<file path="src/rtl/port_ext_irq_pkg.sv">
`default_nettype none
package port_ext_irq_pkg;
  // Register addresses
  localparam logic [15:0] ADDR_PIN_CTRL = 16'hfe5c;
  localparam logic [15:0] ADDR_IRQ01_CTRL = 16'hfe5d;
  localparam logic [15:0] ADDR_IRQ23_CTRL = 16'hfe5e;
  localparam logic [15:0] ADDR_INPUT_SEL = 16'hfe5f;
  // Reset values
  localparam logic [7:0] RST_PIN_CTRL = 8'h00;
  localparam logic [7:0] RST_IRQ01_CTRL = 8'h00;
  localparam logic [7:0] RST_IRQ23_CTRL = 8'h00;
  localparam logic [7:0] RST_INPUT_SEL = 8'h00;
  // Field positions, pin control
  localparam int PIN_DATA_LSB = 0;
  localparam int PIN_DIR_LSB = 4;
  // Field positions, per-half of the irq control registers
  localparam int IRQ_HALF_W = 4;
  localparam int IRQ_ENABLE_BIT = 0;
  localparam int IRQ_FLAG_BIT = 1;
  localparam int IRQ_MODE_LO_BIT = 2; // level/edge or falling enable
  localparam int IRQ_MODE_HI_BIT = 3; // polarity or rising enable
  // Field positions, input select
  localparam int SEL_COUNT_BIT = 0;
  localparam int SEL_LOW_CAP_BIT = 6;
  localparam int SEL_HIGH_CAP_BIT = 7;
  // Interrupt vectors
  localparam logic [7:0] VEC_IRQ_ZERO = 8'h03;
  localparam logic [7:0] VEC_IRQ_ONE = 8'h0b;
  localparam logic [7:0] VEC_IRQ_TWO = 8'h13;
  localparam logic [7:0] VEC_IRQ_THREE = 8'h1b;
  // Power modes
  typedef enum logic [1:0] {
    PWR_NORMAL,
    PWR_LIGHT_STANDBY,
    PWR_DEEP_STANDBY
  } pwr_mode_t;
endpackage : port_ext_irq_pkg
`default_nettype wire

</file>
<file path="src/rtl/port_ext_irq_pins.sv">
// Notes on behaviour
// - Low nibble output data, high nibble direction
// - Data one enables pin pull-up
// - Pin zero open-drain, floats for one
// - Plain read: live pins, stored direction
// - Read-modify-write reads latch in low nibble
// - Pin levels readable in any direction
// - Irq zero/one: polarity and level/edge select
// - Irq two/three: rising/falling enables select
// - Flags set by hardware, cleared by software
// - Flag and enable request vectors 03h, 0bh
// - Irq two/three request vectors 13h, 1bh
// - Irq zero/one wake only in level mode
// - Irq two wakes; irq three never wakes
// - Wake enters light standby until accepted
// - Deep standby masks irq two edge toward entry level
// - Selected pin two/three counts timer
// - Pin zero/two events capture timer low
// - Pin one/three events capture timer high
// - Level mode captures every cycle
// - Count select one picks pin three
// - Standby: pin zero pull-up off, others hold
`default_nettype none
module port_ext_irq_pins
  import port_ext_irq_pkg::*;
(
  input wire logic mclk,
  input wire logic reset_n,
  input wire logic clk_en,
  input wire logic [15:0] reg_addr,
  input wire logic [7:0] reg_wdata,
  input wire logic reg_wr,
  input wire logic reg_rd,
  input wire logic reg_rmw,
  output logic [7:0] reg_rdata,
  input wire logic [3:0] pin_in,
  output logic [3:0] pin_out,
  output logic [3:0] pin_oe_n,
  output logic [3:0] pin_pullup,
  input wire logic standby_light_req,
  input wire logic standby_deep_req,
  input wire logic irq_ack,
  output logic [3:0] irq_req,
  output logic [7:0] irq_vector,
  output logic wake,
  output logic [1:0] pwr_mode,
  output logic timer_count_pulse,
  output logic timer_low_capture,
  output logic timer_high_capture
);

  typedef struct packed {
    // Software-visible registers
    logic [7:0] pin_ctrl;
    logic [7:0] irq01_ctrl;
    logic [7:0] irq23_ctrl;
    logic [7:0] input_sel;
    // Pin synchroniser and edge history
    logic [3:0] sync1;
    logic [3:0] sync2;
    logic [3:0] prev;
    // Registered read data
    logic [7:0] rdata;
    // Pin drive captured on standby entry
    logic [3:0] hold_out;
    logic [3:0] hold_oe_n;
    logic [3:0] hold_pu;
    logic two_entry;
    // Power state and timer pulses
    pwr_mode_t mode;
    logic count_p;
    logic low_cap_p;
    logic high_cap_p;
  } state_t;

  state_t q, d;

  // Event detection
  logic [3:0] hit;
  logic [3:0] fire;
  logic [3:0] flag;
  logic [3:0] ena;
  logic [3:0] mode_lo;
  logic [3:0] mode_hi;
  logic [3:0] rise;
  logic [3:0] fall;
  // Live pin drive
  logic [3:0] live_out;
  logic [3:0] live_oe_n;
  logic [3:0] live_pu;
  // Control fields and write strobes
  logic [3:0] dir;
  logic [3:0] data;
  logic standby;
  logic [7:0] wr01;
  logic [7:0] wr23;
  logic wr_pin;
  logic wr_irq01;
  logic wr_irq23;
  logic wr_sel;
  // Timer event sources
  logic count_src;
  logic low_src;
  logic high_src;

  // Write strobes, one per register
  assign wr_pin = reg_wr && (reg_addr == ADDR_PIN_CTRL);
  assign wr_irq01 = reg_wr && (reg_addr == ADDR_IRQ01_CTRL);
  assign wr_irq23 = reg_wr && (reg_addr == ADDR_IRQ23_CTRL);
  assign wr_sel = reg_wr && (reg_addr == ADDR_INPUT_SEL);

  // Field views of the control registers
  always_comb begin
    dir = q.pin_ctrl[PIN_DIR_LSB +: 4];
    data = q.pin_ctrl[PIN_DATA_LSB +: 4];

    // Irq zero/one in one register, two/three in the other
    for (int i = 0; i < 2; i++) begin
      flag[i] = q.irq01_ctrl[i*IRQ_HALF_W + IRQ_FLAG_BIT];
      ena[i] = q.irq01_ctrl[i*IRQ_HALF_W + IRQ_ENABLE_BIT];
      mode_lo[i] = q.irq01_ctrl[i*IRQ_HALF_W + IRQ_MODE_LO_BIT];
      mode_hi[i] = q.irq01_ctrl[i*IRQ_HALF_W + IRQ_MODE_HI_BIT];
      flag[i+2] = q.irq23_ctrl[i*IRQ_HALF_W + IRQ_FLAG_BIT];
      ena[i+2] = q.irq23_ctrl[i*IRQ_HALF_W + IRQ_ENABLE_BIT];
      mode_lo[i+2] = q.irq23_ctrl[i*IRQ_HALF_W + IRQ_MODE_LO_BIT];
      mode_hi[i+2] = q.irq23_ctrl[i*IRQ_HALF_W + IRQ_MODE_HI_BIT];
    end
  end

  // Edge view from consecutive samples
  // Only the second flop is read, never the first
  assign rise = q.sync2 & ~q.prev;
  assign fall = ~q.sync2 & q.prev;

  // Either standby mode holds the pins
  assign standby = (q.mode != PWR_NORMAL);

  // Condition detectors
  // Level modes hit every cycle the level stands
  always_comb begin
    for (int i = 0; i < 2; i++) begin
      case ({mode_hi[i], mode_lo[i]})
        2'b00: hit[i] = fall[i];
        2'b01: hit[i] = ~q.sync2[i];
        2'b10: hit[i] = rise[i];
        default: hit[i] = q.sync2[i];
      endcase
    end

    // Irq two/three: separate rising and falling enables
    for (int i = 2; i < 4; i++) begin
      hit[i] = (mode_hi[i] & rise[i]) | (mode_lo[i] & fall[i]);
    end

    // Deep standby masks irq two edges toward the entry level
    if (q.mode == PWR_DEEP_STANDBY) begin
      if (q.two_entry) begin
        hit[2] = hit[2] & ~rise[2];
      end else begin
        hit[2] = hit[2] & ~fall[2];
      end
    end
    fire = hit;
  end

  // Pin drive from the control register
  always_comb begin
    for (int i = 0; i < 4; i++) begin
      live_oe_n[i] = ~dir[i];
      live_out[i] = data[i];
      live_pu[i] = data[i];
    end
    // Pin zero never drives high; a one leaves it floating
    live_out[0] = 1'b0;
    live_oe_n[0] = ~(dir[0] & ~data[0]);
  end

  // Software writes to the irq registers, flags kept set on events
  always_comb begin
    wr01 = q.irq01_ctrl;
    wr23 = q.irq23_ctrl;
    if (wr_irq01) begin
      wr01 = reg_wdata;
    end
    if (wr_irq23) begin
      wr23 = reg_wdata;
    end

    // Set wins over software clear in the same cycle
    for (int i = 0; i < 2; i++) begin
      wr01[i*IRQ_HALF_W + IRQ_FLAG_BIT] =
        wr01[i*IRQ_HALF_W + IRQ_FLAG_BIT] | fire[i];
      wr23[i*IRQ_HALF_W + IRQ_FLAG_BIT] =
        wr23[i*IRQ_HALF_W + IRQ_FLAG_BIT] | fire[i+2];
    end
  end

  // Timer event sources picked by the input select bits
  assign count_src = q.input_sel[SEL_COUNT_BIT] ? fire[3] : fire[2];
  assign low_src = q.input_sel[SEL_LOW_CAP_BIT] ? fire[0] : fire[2];
  assign high_src = q.input_sel[SEL_HIGH_CAP_BIT] ? fire[1] : fire[3];

  // Next state
  always_comb begin
    d = q;

    // Two-flop synchroniser, then edge history
    d.sync1 = pin_in;
    d.sync2 = q.sync1;
    d.prev = q.sync2;

    // Software registers
    d.irq01_ctrl = wr01;
    d.irq23_ctrl = wr23;
    if (wr_pin) begin
      d.pin_ctrl = reg_wdata;
    end
    if (wr_sel) begin
      d.input_sel = reg_wdata;
    end

    // Read data, one cycle after the strobe
    // Unmapped addresses and idle cycles give zero
    d.rdata = 8'h00;
    if (reg_rd) begin
      case (reg_addr)
        ADDR_PIN_CTRL: begin
          if (reg_rmw) begin
            d.rdata = q.pin_ctrl;
          end else begin
            d.rdata = {dir, q.sync2};
          end
        end
        ADDR_IRQ01_CTRL: d.rdata = q.irq01_ctrl;
        ADDR_IRQ23_CTRL: d.rdata = q.irq23_ctrl;
        ADDR_INPUT_SEL: d.rdata = q.input_sel;
        default: d.rdata = 8'h00;
      endcase
    end

    // Timer event pulses, one per cycle the selected source fires
    d.count_p = count_src;
    d.low_cap_p = low_src;
    d.high_cap_p = high_src;

    // Power mode sequencing; deep request beats light
    case (q.mode)
      PWR_NORMAL: begin
        d.hold_out = live_out;
        d.hold_oe_n = live_oe_n;
        d.hold_pu = live_pu;
        d.two_entry = q.sync2[2];
        if (standby_deep_req) begin
          d.mode = PWR_DEEP_STANDBY;
        end else if (standby_light_req) begin
          d.mode = PWR_LIGHT_STANDBY;
        end
      end
      // Stay in light standby until the interrupt is accepted
      PWR_LIGHT_STANDBY: begin
        if (irq_ack) begin
          d.mode = PWR_NORMAL;
        end
      end
      // Wake release moves to light standby first
      PWR_DEEP_STANDBY: begin
        if (wake) begin
          d.mode = PWR_LIGHT_STANDBY;
        end
      end
      default: d.mode = PWR_NORMAL;
    endcase
  end

  // State register; reset loads constants only, clk_en low freezes all
  always_ff @(posedge mclk or negedge reset_n) begin
    if (!reset_n) begin
      q <= '{
        pin_ctrl: RST_PIN_CTRL,
        irq01_ctrl: RST_IRQ01_CTRL,
        irq23_ctrl: RST_IRQ23_CTRL,
        input_sel: RST_INPUT_SEL,
        sync1: 4'h0,
        sync2: 4'h0,
        prev: 4'h0,
        rdata: 8'h00,
        hold_out: 4'h0,
        hold_oe_n: 4'hf,
        hold_pu: 4'h0,
        two_entry: 1'b0,
        mode: PWR_NORMAL,
        count_p: 1'b0,
        low_cap_p: 1'b0,
        high_cap_p: 1'b0
      };
    end else if (clk_en) begin
      q <= d;
    end
  end

  // Requests follow flag and enable
  assign irq_req = flag & ena;

  // Deep standby release: irq zero/one only in level modes,
  // irq two always, irq three never
  assign wake = (flag[0] & ena[0] & mode_lo[0])
              | (flag[1] & ena[1] & mode_lo[1])
              | (flag[2] & ena[2]);

  // Vector of the lowest active request; none shows vector three
  always_comb begin
    if (irq_req[0]) begin
      irq_vector = VEC_IRQ_ZERO;
    end else if (irq_req[1]) begin
      irq_vector = VEC_IRQ_ONE;
    end else if (irq_req[2]) begin
      irq_vector = VEC_IRQ_TWO;
    end else begin
      irq_vector = VEC_IRQ_THREE;
    end
  end

  // Pin outputs, held during standby
  // Pin zero pull-up drops; the others keep their entry drive
  always_comb begin
    if (standby) begin
      pin_out = q.hold_out;
      pin_oe_n = q.hold_oe_n;
      pin_pullup = {q.hold_pu[3:1], 1'b0};
    end else begin
      pin_out = live_out;
      pin_oe_n = live_oe_n;
      pin_pullup = live_pu;
    end
  end

  // Registered outputs
  assign reg_rdata = q.rdata;
  assign pwr_mode = q.mode;
  assign timer_count_pulse = q.count_p;
  assign timer_low_capture = q.low_cap_p;
  assign timer_high_capture = q.high_cap_p;

endmodule : port_ext_irq_pins
`default_nettype wire

</file>
<file path="config.mk">
export PLATFORM = sky130hd
export DESIGN_NAME = port_ext_irq_pins
export DESIGN_NICKNAME = d
export VERILOG_FILES = /design/src/rtl/port_ext_irq_pkg.sv /design/src/rtl/port_ext_irq_pins.sv
export SDC_FILE = /design/constraint.sdc
export NUM_CORES = 1
export LEC_CHECK = 0
export ABC_AREA = 1
export BUFFER_PORTS_ARGS = -buffer_cell sky130_fd_sc_hd__buf_2
export CAP_MARGIN = 0
export CORE_MARGIN = 1.5
export CORE_UTILIZATION = 42
export DETAILED_ROUTE_END_ITERATION = 16
export HOLD_SLACK_MARGIN = 0.12
export PLACE_DENSITY_LB_ADDON = 0.25
export SETUP_SLACK_MARGIN = 0.4
export SLEW_MARGIN = 15
export SYNTH_ARGS = -nofsm -noshare
export SYNTH_HDL_FRONTEND = slang
export SYNTH_SLANG_ARGS = --single-unit
</file>
<file path="constraint.sdc">
create_clock -name mclk -period 1.4 [get_ports mclk]
set_clock_uncertainty 0.15 [all_clocks]
set_input_delay 0.28 -clock mclk [delete_from_list [all_inputs] [get_ports mclk]]
set_output_delay 0.28 -clock mclk [all_outputs]
set_load 0.02 [all_outputs]
</file>
==> run summary, run 1 <==
Initial DRT Pass Iterations -> 6
CP Launch Type -> flip-flop
CTS Hold Bufs -> 4
CTS Sinks -> 65
Max-cap violations -> 0
First-pass GRT wire length -> 17500 um
CP top delay family -> flip-flops
Finished Cell Area -> 0.00564 sq mm
XOR/XNOR Fraction of Synth Area -> 0%
Utilization after layout -> 68.3%
Adder-cell area share of the yosys netlist -> 0%
Avg Cell Area, Syn -> 7.84 sq um
Multiplexer share of the synthesized area -> 0%
Worst r2r src -> pwr_mode[0]$_DFFE_PN0P_
Period Utilization, post-route -> 125%
Starting Density -> 43.7%
Async set-or-reset flop fraction in the synthesized netlist -> 100%
Slowest stage cell, crit path -> dfrtp_1
Peak VDD IR -> 0.506 mV
CTS tree -> built
Leak Pwr -> 2.88 nW
Post-route ant nets -> 0
Final setup viols -> 33
Std-Cell Rows -> 33
Part of the power in registers -> 38.9%
Critical Path Max Stage Delay -> 0.42 ns
RSZ-0062 raised after global routing -> yes
All-Layer GR Usage -> 25.7%
Main combinational cell family by area after synthesis -> simple AND/OR/NAND/NOR gates
H-tree Lvls -> 3
Hold Fails Final Rpt -> 11
Gr ovfl total -> 0
DIE AREA -> 0.00915 sq mm
GP Congestion -> 0.862
I/O pin cnt -> 75
# diodes -> 0
Mapped Area -> 0.00361 sq mm
CP bufs+invs -> 3
Area growth, synth to finish -> 56.4%
Slew Viols, Final -> 0
Fillers -> 610
Post-DP HPWL -> 6860 um
Required @ worst endpoint -> 0.97 ns
PD cells -> 976 mW/mm^2
CP Launch Point -> pwr_mode[0]$_DFFE_PN0P_
Cell Int Power -> 3.72 mW
DIE HEIGHT -> 95.7 um
Post-DP Area -> 0.00432 sq mm
Starting DRT DRC Count -> 148
Unique masters post-synth -> 31
Die width -> 95.7 um
Vias -> 3686
Min Hold Slack -> -0.298 ns
Final setup margin -> -0.347 ns
Cells after synthesis -> 460
WL per Instance -> 16.0 um
Most common cell on crit path -> inv_4
Initial antenna violation count -> 0
Post-layout min period -> 1.75 ns
YS warnings -> 0
Largest net degree at the start of global routing -> 30
Vias per std cell -> 5.24
Number of flops mapped to enable cells by yosys -> 0
Critical Path Fanout Max -> 8
Crit Path Class -> reg2out
#FFs+latches synth -> 65
Clk buf depth -> 2
Top_reg_cell synth -> dfrtp_1
CP endpoint kind -> output pin
Share of cells above drive strength 1 -> 51.4%
Sw Share -> 32.5%
Root Buffer -> clkbuf_8
Compound-Gate Fraction of Synth Area -> 12.0%
Status -> finished, violations left
Nets -> 631
Clk network pwr share -> 28.6%
Top cell type's share of synthesized area -> 42.3%
Post-Synth Simple-Gate Area -> 29.8%
Final Power -> 5.50 mW
Sequential-to-total area share from yosys stat -> 45.2%
Most area-consuming cells after synthesis -> dfrtp_1, nand2_1, inv_1, nand3_1, buf_4
IO Port Bufs -> 67
# DRC -> 0
Vias in the first global route -> 3550
Crit path cell chain -> inv_4, nand2_8, inv_4, nand2_2, o21ai_2, buf_6
Fmax -> 0.572 GHz
Core footprint -> 0.00826 sq mm
Clk slew on worst S/H paths -> 0.07 ns
HP Class -> in2async
Failing checks -> hold timing, setup timing
Largest area contributor in the netlist -> dfrtp_1
WL final -> 11300 um
Clock Latency Late Sink -> 0.34 ns
WP data arrival -> 1.32 ns
Clock buffer count from CTS -> 9
P_sw -> 1.79 mW
Gate power share -> 32.5%
Setup_tns -> -6.75 ns
==> metrics by stage <==
step           std cells  setup slack [ns]
3_3_place_gp         636            -0.229
4_1_cts              689            -0.343
6_report             704            -0.347
5_1_grt              704            -0.392
3_5_place_dp         636            -0.251
2_1_floorplan        465            -0.135
==> routing by layer <==
metal	vias up	routed length (um)	track usage, %
li1	1717	-	-
met1	1776	4480	31.3
met2	153	5750	44.0
met3	40	660	4.31
met4	0	371	12.4
met5	-	0	0
==> Yosys cell counts (2+ instances only) <==
cell        n
buf_2       4
buf_4      21
buf_6       5
clkbuf_1    4
conb_1      2
dfrtp_1    61
dfstp_2     4
inv_1      51
inv_2       5
nand2_1   159
nand2_2     4
nand3_1    36
nand3_4     4
nor2_1     12
nor2_2      3
nor2_4      3
nor2_8      3
nor3_1      3
o211ai_1    2
o211ai_2    3
o21ai_0    31
o21ai_1    24
o21ai_2     8
==> cell type report <==
class | count | area (sq um) | share of cell area [%]
multi-input combinational | 316 | 2110 | 37.5
inverter | 56 | 238 | 4.21
clock buffer | 13 | 149 | 2.64
timing repair buffer | 146 | 1340 | 23.7
tap | 105 | 131 | 2.33
clock inverter | 3 | 40.0 | 0.710
sequential | 65 | 1630 | 29.0
==> final timing paths <==
| check | end | cells past startpoint | slack (ns) |
|---|---|---|---|
| worst max-delay path | pin_oe_n[0] | 6 | -0.35 |
| min in group mclk | pwr_mode[1]$_DFFE_PN0P_ | 3 | 0.10 |
| worst min register to register | d[30]$_DFFE_PN0P_ | 2 | 0.33 |
| max in group asynchronous | q[11]$_DFFE_PN1P_ | 2 | 0.85 |
| worst max register to register | q[8]$_DFFE_PN0P_ | 9 | -0.17 |
| worst min-delay path | data[2]$_DFFE_PN0P_ | 1 | -0.30 |
==> cells in the final DEF (no fill, tap or decap), types with 10 or more instances in the layout <==
master / instances
buf_2: 31
buf_4: 50
nor2_4: 10
nand3_2: 11
inv_1: 39
o21ai_1: 24
buf_6: 53
o21ai_0: 10
clkbuf_8: 10
nand2_2: 31
nand3_1: 23
nand2_1: 114
o21ai_2: 26
dfrtp_1: 59
nand2_4: 18
==> flip-flops by register name, indices dropped and copies added (netlist names) <==
| name | flops |
|---|---|
| d | 8 |
| data | 4 |
| dir | 4 |
| ena | 4 |
| flag | 4 |
| mode_hi | 4 |
| mode_lo | 4 |
| pwr_mode | 2 |
| q | 20 |
| reg_rdata | 8 |
| timer_count_pulse | 1 |
| timer_high_capture | 1 |
| timer_low_capture | 1 |
==> kinds of logic (layout without fill, tap and decap cells) <==
logic type	count (synthesis)	count (layout)
flops	65	65
simple gates	230	236
buf+inv	90	218
compound gates	73	73
other cells	2	7
==> timing repair <==
action                                 in CTS  in global routing
cloned                                      7                  0
pin swaps                                  51                 32
endpoints found under the hold margin      67                 62
setup buffers                              26                 15
setup endpoints to repair                  84                 84
gates resized for setup                   154                 53
==> power groups by stage <==
| stage | clock, mW | sequential [mW] | combinational [mW] |
|---|---|---|---|
| after detailed placement | 0 | 2.17 | 1.16 |
| after global routing | 1.67 | 2.16 | 1.93 |
| after CTS | 1.58 | 2.13 | 1.60 |
| after floorplan | 0 | 2.16 | 0.807 |
| final | 1.58 | 2.14 | 1.79 |
| after global placement | 0 | 2.16 | 1.14 |
Note: power is estimated with default switching activity, not from simulation.
==> run 2, diff against run 1 <==
--- a/config.mk
+++ b/config.mk
@@ -8,8 +8,9 @@
 export ABC_AREA = 1
 export BUFFER_PORTS_ARGS = -buffer_cell sky130_fd_sc_hd__buf_2
 export CAP_MARGIN = 0
-export CORE_MARGIN = 1.5
+export CORE_MARGIN = 2
 export CORE_UTILIZATION = 42
+export CTS_BUF_LIST = sky130_fd_sc_hd__clkbuf_16
 export DETAILED_ROUTE_END_ITERATION = 16
 export HOLD_SLACK_MARGIN = 0.12
 export PLACE_DENSITY_LB_ADDON = 0.25
==> run summary, run 2 (synthesis results as in run 1) <==
Status -> finished, violations left (unchanged)
Failing checks -> setup timing (was hold timing, setup timing)
Clk slew on worst S/H paths -> 0.05 ns (was 0.07 ns)
CTS Sinks -> 65 (unchanged)
Max reg flops -> 20 (unchanged)
Vias -> 3511 (was 3686)
Critical Path Fanout Max -> 8 (unchanged)
# DRC -> 0 (unchanged)
WP data arrival -> 1.33 ns (was 1.32 ns)
Final setup viols -> 32 (was 33)
Clock Latency Late Sink -> 0.33 ns (was 0.34 ns)
Std-Cell Rows -> 33 (unchanged)
Die width -> 96.7 um (was 95.7 um)
Share of cells above drive strength 1 -> 48.6% (was 51.4%)
# diodes -> 0 (unchanged)
RSZ-0062 raised after global routing -> yes (unchanged)
Final setup margin -> -0.359 ns (was -0.347 ns)
Gr ovfl total -> 0 (unchanged)
I/O pin cnt -> 75 (unchanged)
Fmax -> 0.568 GHz (was 0.572 GHz)
Met3 Usage GRT -> 4.12% (was 4.31%)
Root Buffer -> clkbuf_16 (was clkbuf_8)
Post-DP Area -> 0.00429 sq mm (was 0.00432 sq mm)
Busiest grt layer -> met2 (unchanged)
CP Launch Type -> flip-flop (unchanged)
First-pass GRT wire length -> 17000 um (was 17500 um)
Min Hold Slack -> 0.0976 ns (was -0.298 ns)
Final Power -> 6.29 mW (was 5.50 mW)
HP Class -> in2reg (was in2async)
Finished Cell Area -> 0.00562 sq mm (was 0.00564 sq mm)
Utilization after layout -> 68.1% (was 68.3%)
GP Congestion -> 0.885 (was 0.862)
GR Layer Usage met2 -> 38.8% (was 44.0%)
WL final -> 10900 um (was 11300 um)
Pre-CTS setup slack -> -0.295 ns (was -0.251 ns)
DIE HEIGHT -> 96.7 um (was 95.7 um)
Top reg by flops -> q (unchanged)
DIE AREA -> 0.00934 sq mm (was 0.00915 sq mm)
PD cells -> 1120 mW/mm^2 (was 976 mW/mm^2)
Starting DRT DRC Count -> 183 (was 148)
Hold Fails Final Rpt -> 0 (was 11)
Post-DP HPWL -> 6720 um (was 6860 um)
Leading cell type in the layout, fill and taps excluded -> nand2_1 (unchanged)
Leak Pwr -> 2.88 nW (about the same)
Core footprint -> 0.00826 sq mm (unchanged)
Crit Path Class -> reg2out (unchanged)
Nets -> 625 (was 631)
Largest net degree at the start of global routing -> 66 (was 30)
Starting Density -> 43.7% (unchanged)
Setup_tns -> -7.66 ns (was -6.75 ns)
CP endpoint kind -> output pin (unchanged)
WL per Instance -> 15.6 um (was 16.0 um)
Period Utilization, post-route -> 126% (was 125%)
H-tree Lvls -> 3 (unchanged)
Max-cap violations -> 0 (unchanged)
IO Port Bufs -> 67 (unchanged)
All-Layer GR Usage -> 22.7% (was 25.7%)
Fillers -> 630 (was 610)
Clk buf depth -> 2 (unchanged)
Area of the multi-input gates -> 0.00200 sq mm (was 0.00211 sq mm)
CTS tree -> built (unchanged)
Dpl cells -> 636 (unchanged)
Vias per std cell -> 5.03 (was 5.24)
Peak VDD IR -> 0.550 mV (was 0.506 mV)
Required @ worst endpoint -> 0.97 ns (about the same)
Most frequent cells in the layout -> nand2_1, dfrtp_1, buf_6 (unchanged)
Initial antenna violation count -> 0 (unchanged)
Finished Layout Cells -> 698 (was 704)
Clock buffer count from CTS -> 9 (unchanged)
Post-route ant nets -> 0 (unchanged)
Slew Viols, Final -> 0 (unchanged)
M1 GR Usage -> 29.1% (was 31.3%)
CTS Hold Bufs -> 5 (was 4)
Area growth, synth to finish -> 56.0% (was 56.4%)
Vias in the first global route -> 3487 (was 3550)
Register area -> 0.00163 sq mm (unchanged)
Initial DRT Pass Iterations -> 4 (was 6)
Post-layout min period -> 1.76 ns (was 1.75 ns)
run 2: cell count changes in the layout (fill, tap and decap cells not counted), sizes merged:
cell | previous run | this run
buf | 142 | 135
dlymetal6s4s | 0 | 1
clkbuf | 13 | 11
nor2 | 23 | 21
clkinv | 2 | 4
inv | 56 | 58
run 2: final timing paths:
check / cells past startpoint / to / slack [ns] / from
max: 6 / pin_oe_n[0] / -0.36 / pwr_mode[1]$_DFFE_PN0P_
min: 3 / pwr_mode[1]$_DFFE_PN0P_ / 0.1 / standby_deep_req
max reg2reg: 10 / timer_low_capture$_DFFE_PN0P_ / -0.25 / pwr_mode[0]$_DFFE_PN0P_
min reg2reg: 2 / q[11]$_DFFE_PN1P_ / 0.32 / q[11]$_DFFE_PN1P_
max in group asynchronous: 3 / q[13]$_DFFE_PN1P_ / 0.48 / reset_n
min in group asynchronous: 3 / pwr_mode[1]$_DFFE_PN0P_ / 0.39 / reset_n
run 2: per-layer routing:
layer / share of wire, % / vias to the layer above
li1: - / 1707
met1: 42 / 1680
met2: 52 / 107
met3: 4.6 / 17
met4: 1.7 / 0
met5: 0 / -
run 2: repair_timing:
item	4_1_cts	5_1_grt
gates resized for setup	135	57
setup endpoints to repair	84	143
buffers inserted	20	14
pin swaps	30	23
cloned	5	2
endpoints found under the hold margin	70	1
run 2: layout make-up:
type | instances | share of cell area (%)
Clock inverter | 7 | 0.979
Inverter | 56 | 4.23
Clock buffer | 9 | 4.00
Multi-Input combinational cell | 314 | 35.5
Sequential cell | 65 | 29.1
Tap cell | 105 | 2.34
Timing Repair Buffer | 142 | 23.9
run 2: worst max-delay path: stages, from the launching register on:
cell     delay [ns]
dfrtp_1        0.40
inv_2          0.14
nand2_8        0.11
inv_6          0.08
nand2_2        0.05
o21ai_2        0.08
buf_6          0.14
run 2: report_power, final:
part           switching (mW)  internal [mW]
clock                   0.789           1.34
sequential             0.0956           2.06
combinational            1.07          0.935
==> run 3, diff against run 2 <==
--- a/config.mk
+++ b/config.mk
@@ -13,8 +13,9 @@
 export CTS_BUF_LIST = sky130_fd_sc_hd__clkbuf_16
 export DETAILED_ROUTE_END_ITERATION = 16
 export HOLD_SLACK_MARGIN = 0.12
-export PLACE_DENSITY_LB_ADDON = 0.25
+export PLACE_DENSITY = 0.66
 export SETUP_SLACK_MARGIN = 0.4
+export SKIP_CTS_REPAIR_TIMING = 1
 export SLEW_MARGIN = 15
 export SYNTH_ARGS = -nofsm -noshare
 export SYNTH_HDL_FRONTEND = slang
==> run summary, run 3 (synthesis results as in run 1) <==
Min Hold Slack -> -0.194 ns (was 0.0976 ns)
Post-DP HPWL -> 6750 um (was 6720 um)
Starting Density -> 43.7% (unchanged)
Clock Latency Late Sink -> 0.33 ns (about the same)
Core footprint -> 0.00826 sq mm (unchanged)
Std-Cell Rows -> 33 (unchanged)
Period Utilization, post-route -> 124% (was 126%)
Max-cap violations -> 0 (unchanged)
# diodes -> 0 (unchanged)
Most frequent cells in the layout -> nand2_1, dfrtp_1, buf_6 (unchanged)
Fmax -> 0.575 GHz (was 0.568 GHz)
Peak VDD IR -> 0.593 mV (was 0.550 mV)
CP endpoint kind -> output pin (unchanged)
DIE AREA -> 0.00934 sq mm (unchanged)
RSZ-0062 raised after global routing -> yes (unchanged)
Utilization after layout -> 66.6% (was 68.1%)
Final setup margin -> -0.340 ns (was -0.359 ns)
Critical Path Max Stage Delay -> 0.42 ns (was 0.40 ns)
GP Congestion -> 0.863 (was 0.885)
Final setup viols -> 25 (was 32)
Vias -> 3447 (was 3511)
All-Layer GR Usage -> 20.3% (was 22.7%)
Vias in the first global route -> 3083 (was 3487)
Hold Fails Final Rpt -> 61 (was 0)
Setup_tns -> -4.62 ns (was -7.66 ns)
Clk slew on worst S/H paths -> 0.05 ns (about the same)
CTS tree -> built (unchanged)
Setup slack, reg-to-reg -> -0.14 ns (was -0.25 ns)
I/O pin cnt -> 75 (unchanged)
H-tree Lvls -> 3 (unchanged)
Failing checks -> hold timing, setup timing (was setup timing)
Leak Pwr -> 2.74 nW (was 2.88 nW)
Gr ovfl total -> 0 (unchanged)
HP Class -> in2async (was in2reg)
Post-DP Area -> 0.00426 sq mm (was 0.00429 sq mm)
Die width -> 96.7 um (unchanged)
# DRC -> 0 (unchanged)
Required @ worst endpoint -> 0.97 ns (about the same)
Pre-CTS setup slack -> -0.308 ns (was -0.295 ns)
WL per Instance -> 15.8 um (was 15.6 um)
Share of cells above drive strength 1 -> 48.5% (was 48.6%)
DIE HEIGHT -> 96.7 um (unchanged)
IO Port Bufs -> 67 (unchanged)
CTS Sinks -> 65 (unchanged)
Post-layout min period -> 1.74 ns (was 1.76 ns)
Slew Viols, Final -> 0 (unchanged)
Largest net degree at the start of global routing -> 66 (unchanged)
Fillers -> 653 (was 630)
Area growth, synth to finish -> 52.5% (was 56.0%)
Clock buffer count from CTS -> 9 (unchanged)
Leading cell type in the layout, fill and taps excluded -> nand2_1 (unchanged)
First-pass GRT wire length -> 15100 um (was 17000 um)
Nets -> 611 (was 625)
Starting DRT DRC Count -> 214 (was 183)
Register area -> 0.00164 sq mm (was 0.00163 sq mm)
Area of the multi-input gates -> 0.00200 sq mm (about the same)
Root Buffer -> clkbuf_16 (unchanged)
Vias per std cell -> 5.04 (was 5.03)
WL final -> 10800 um (was 10900 um)
Initial DRT Pass Iterations -> 5 (was 4)
Max reg flops -> 20 (unchanged)
Critical Path Fanout Max -> 7 (was 8)
WP data arrival -> 1.31 ns (was 1.33 ns)
Finished Cell Area -> 0.00550 sq mm (was 0.00562 sq mm)
Clk buf depth -> 2 (unchanged)
Top reg by flops -> q (unchanged)
Post-route ant nets -> 0 (unchanged)
Crit path cell chain -> clkinv_4, nand2_8, nand2_2, o21ai_1, buf_4 (was inv_2, nand2_8, inv_6, nand2_2, o21ai_2, buf_6)
PD cells -> 1130 mW/mm^2 (was 1120 mW/mm^2)
Slowest stage cell, crit path -> dfrtp_2 (was dfrtp_1)
Crit Path Class -> reg2out (unchanged)
Initial antenna violation count -> 0 (unchanged)
Status -> finished, violations left (unchanged)
CP Launch Type -> flip-flop (unchanged)
[run 3: worst paths after layout]
check	from	end	cells past startpoint
max in group asynchronous	reset_n	q[10]$_DFFE_PN1P_	2
max reg2reg	pwr_mode[0]$_DFFE_PN0P_	pwr_mode[1]$_DFFE_PN0P_	8
max	pwr_mode[1]$_DFFE_PN0P_	pin_oe_n[2]	5
min	reset_n	q[7]$_DFFE_PN0P_	2
min in group mclk	standby_deep_req	pwr_mode[1]$_DFFE_PN0P_	3
min reg2reg	d[31]$_DFFE_PN0P_	d[31]$_DFFE_PN0P_	2
[run 3: metal layers]
layer	track usage (%)	vias up	wire length, um
met5	0	-	0
li1	-	1678	-
met2	33.3	100	5440
met1	27.0	1651	4600
met3	4.05	18	516
met4	6.93	0	222
[run 3: cell type report]
cell class	count	area share [%]
tap	105	2.39
sequential	65	29.7
multi-input combinational	316	36.4
timing repair buffer	126	21.3
clock inverter	7	1.73
inverter	56	4.37
clock buffer	9	4.09
[run 3: report_power, final]
part | internal (mW) | switching [mW] | total, mW | leakage, nW
Sequential | 2.06 | 0.104 | 2.16 | 0.856
Clock | 1.55 | 0.849 | 2.40 | 0.145
Combinational | 0.685 | 0.954 | 1.64 | 1.74
[run 3: worst max-delay path: cells and delay by family (launching register included)]
kind | cells | cell delay (ns)
AO/OA/AOI/OAI | 1 | 0.08
buffers and inverters | 2 | 0.29
flip-flops | 1 | 0.42
AND/OR/NAND/NOR | 2 | 0.19
[run 3: through the flow]
step	std cells	power, mW
after global routing	684	6.45
after floorplan	465	2.96
after detailed placement	634	3.32
after global placement	634	3.30
final	684	6.21
after CTS	650	5.71
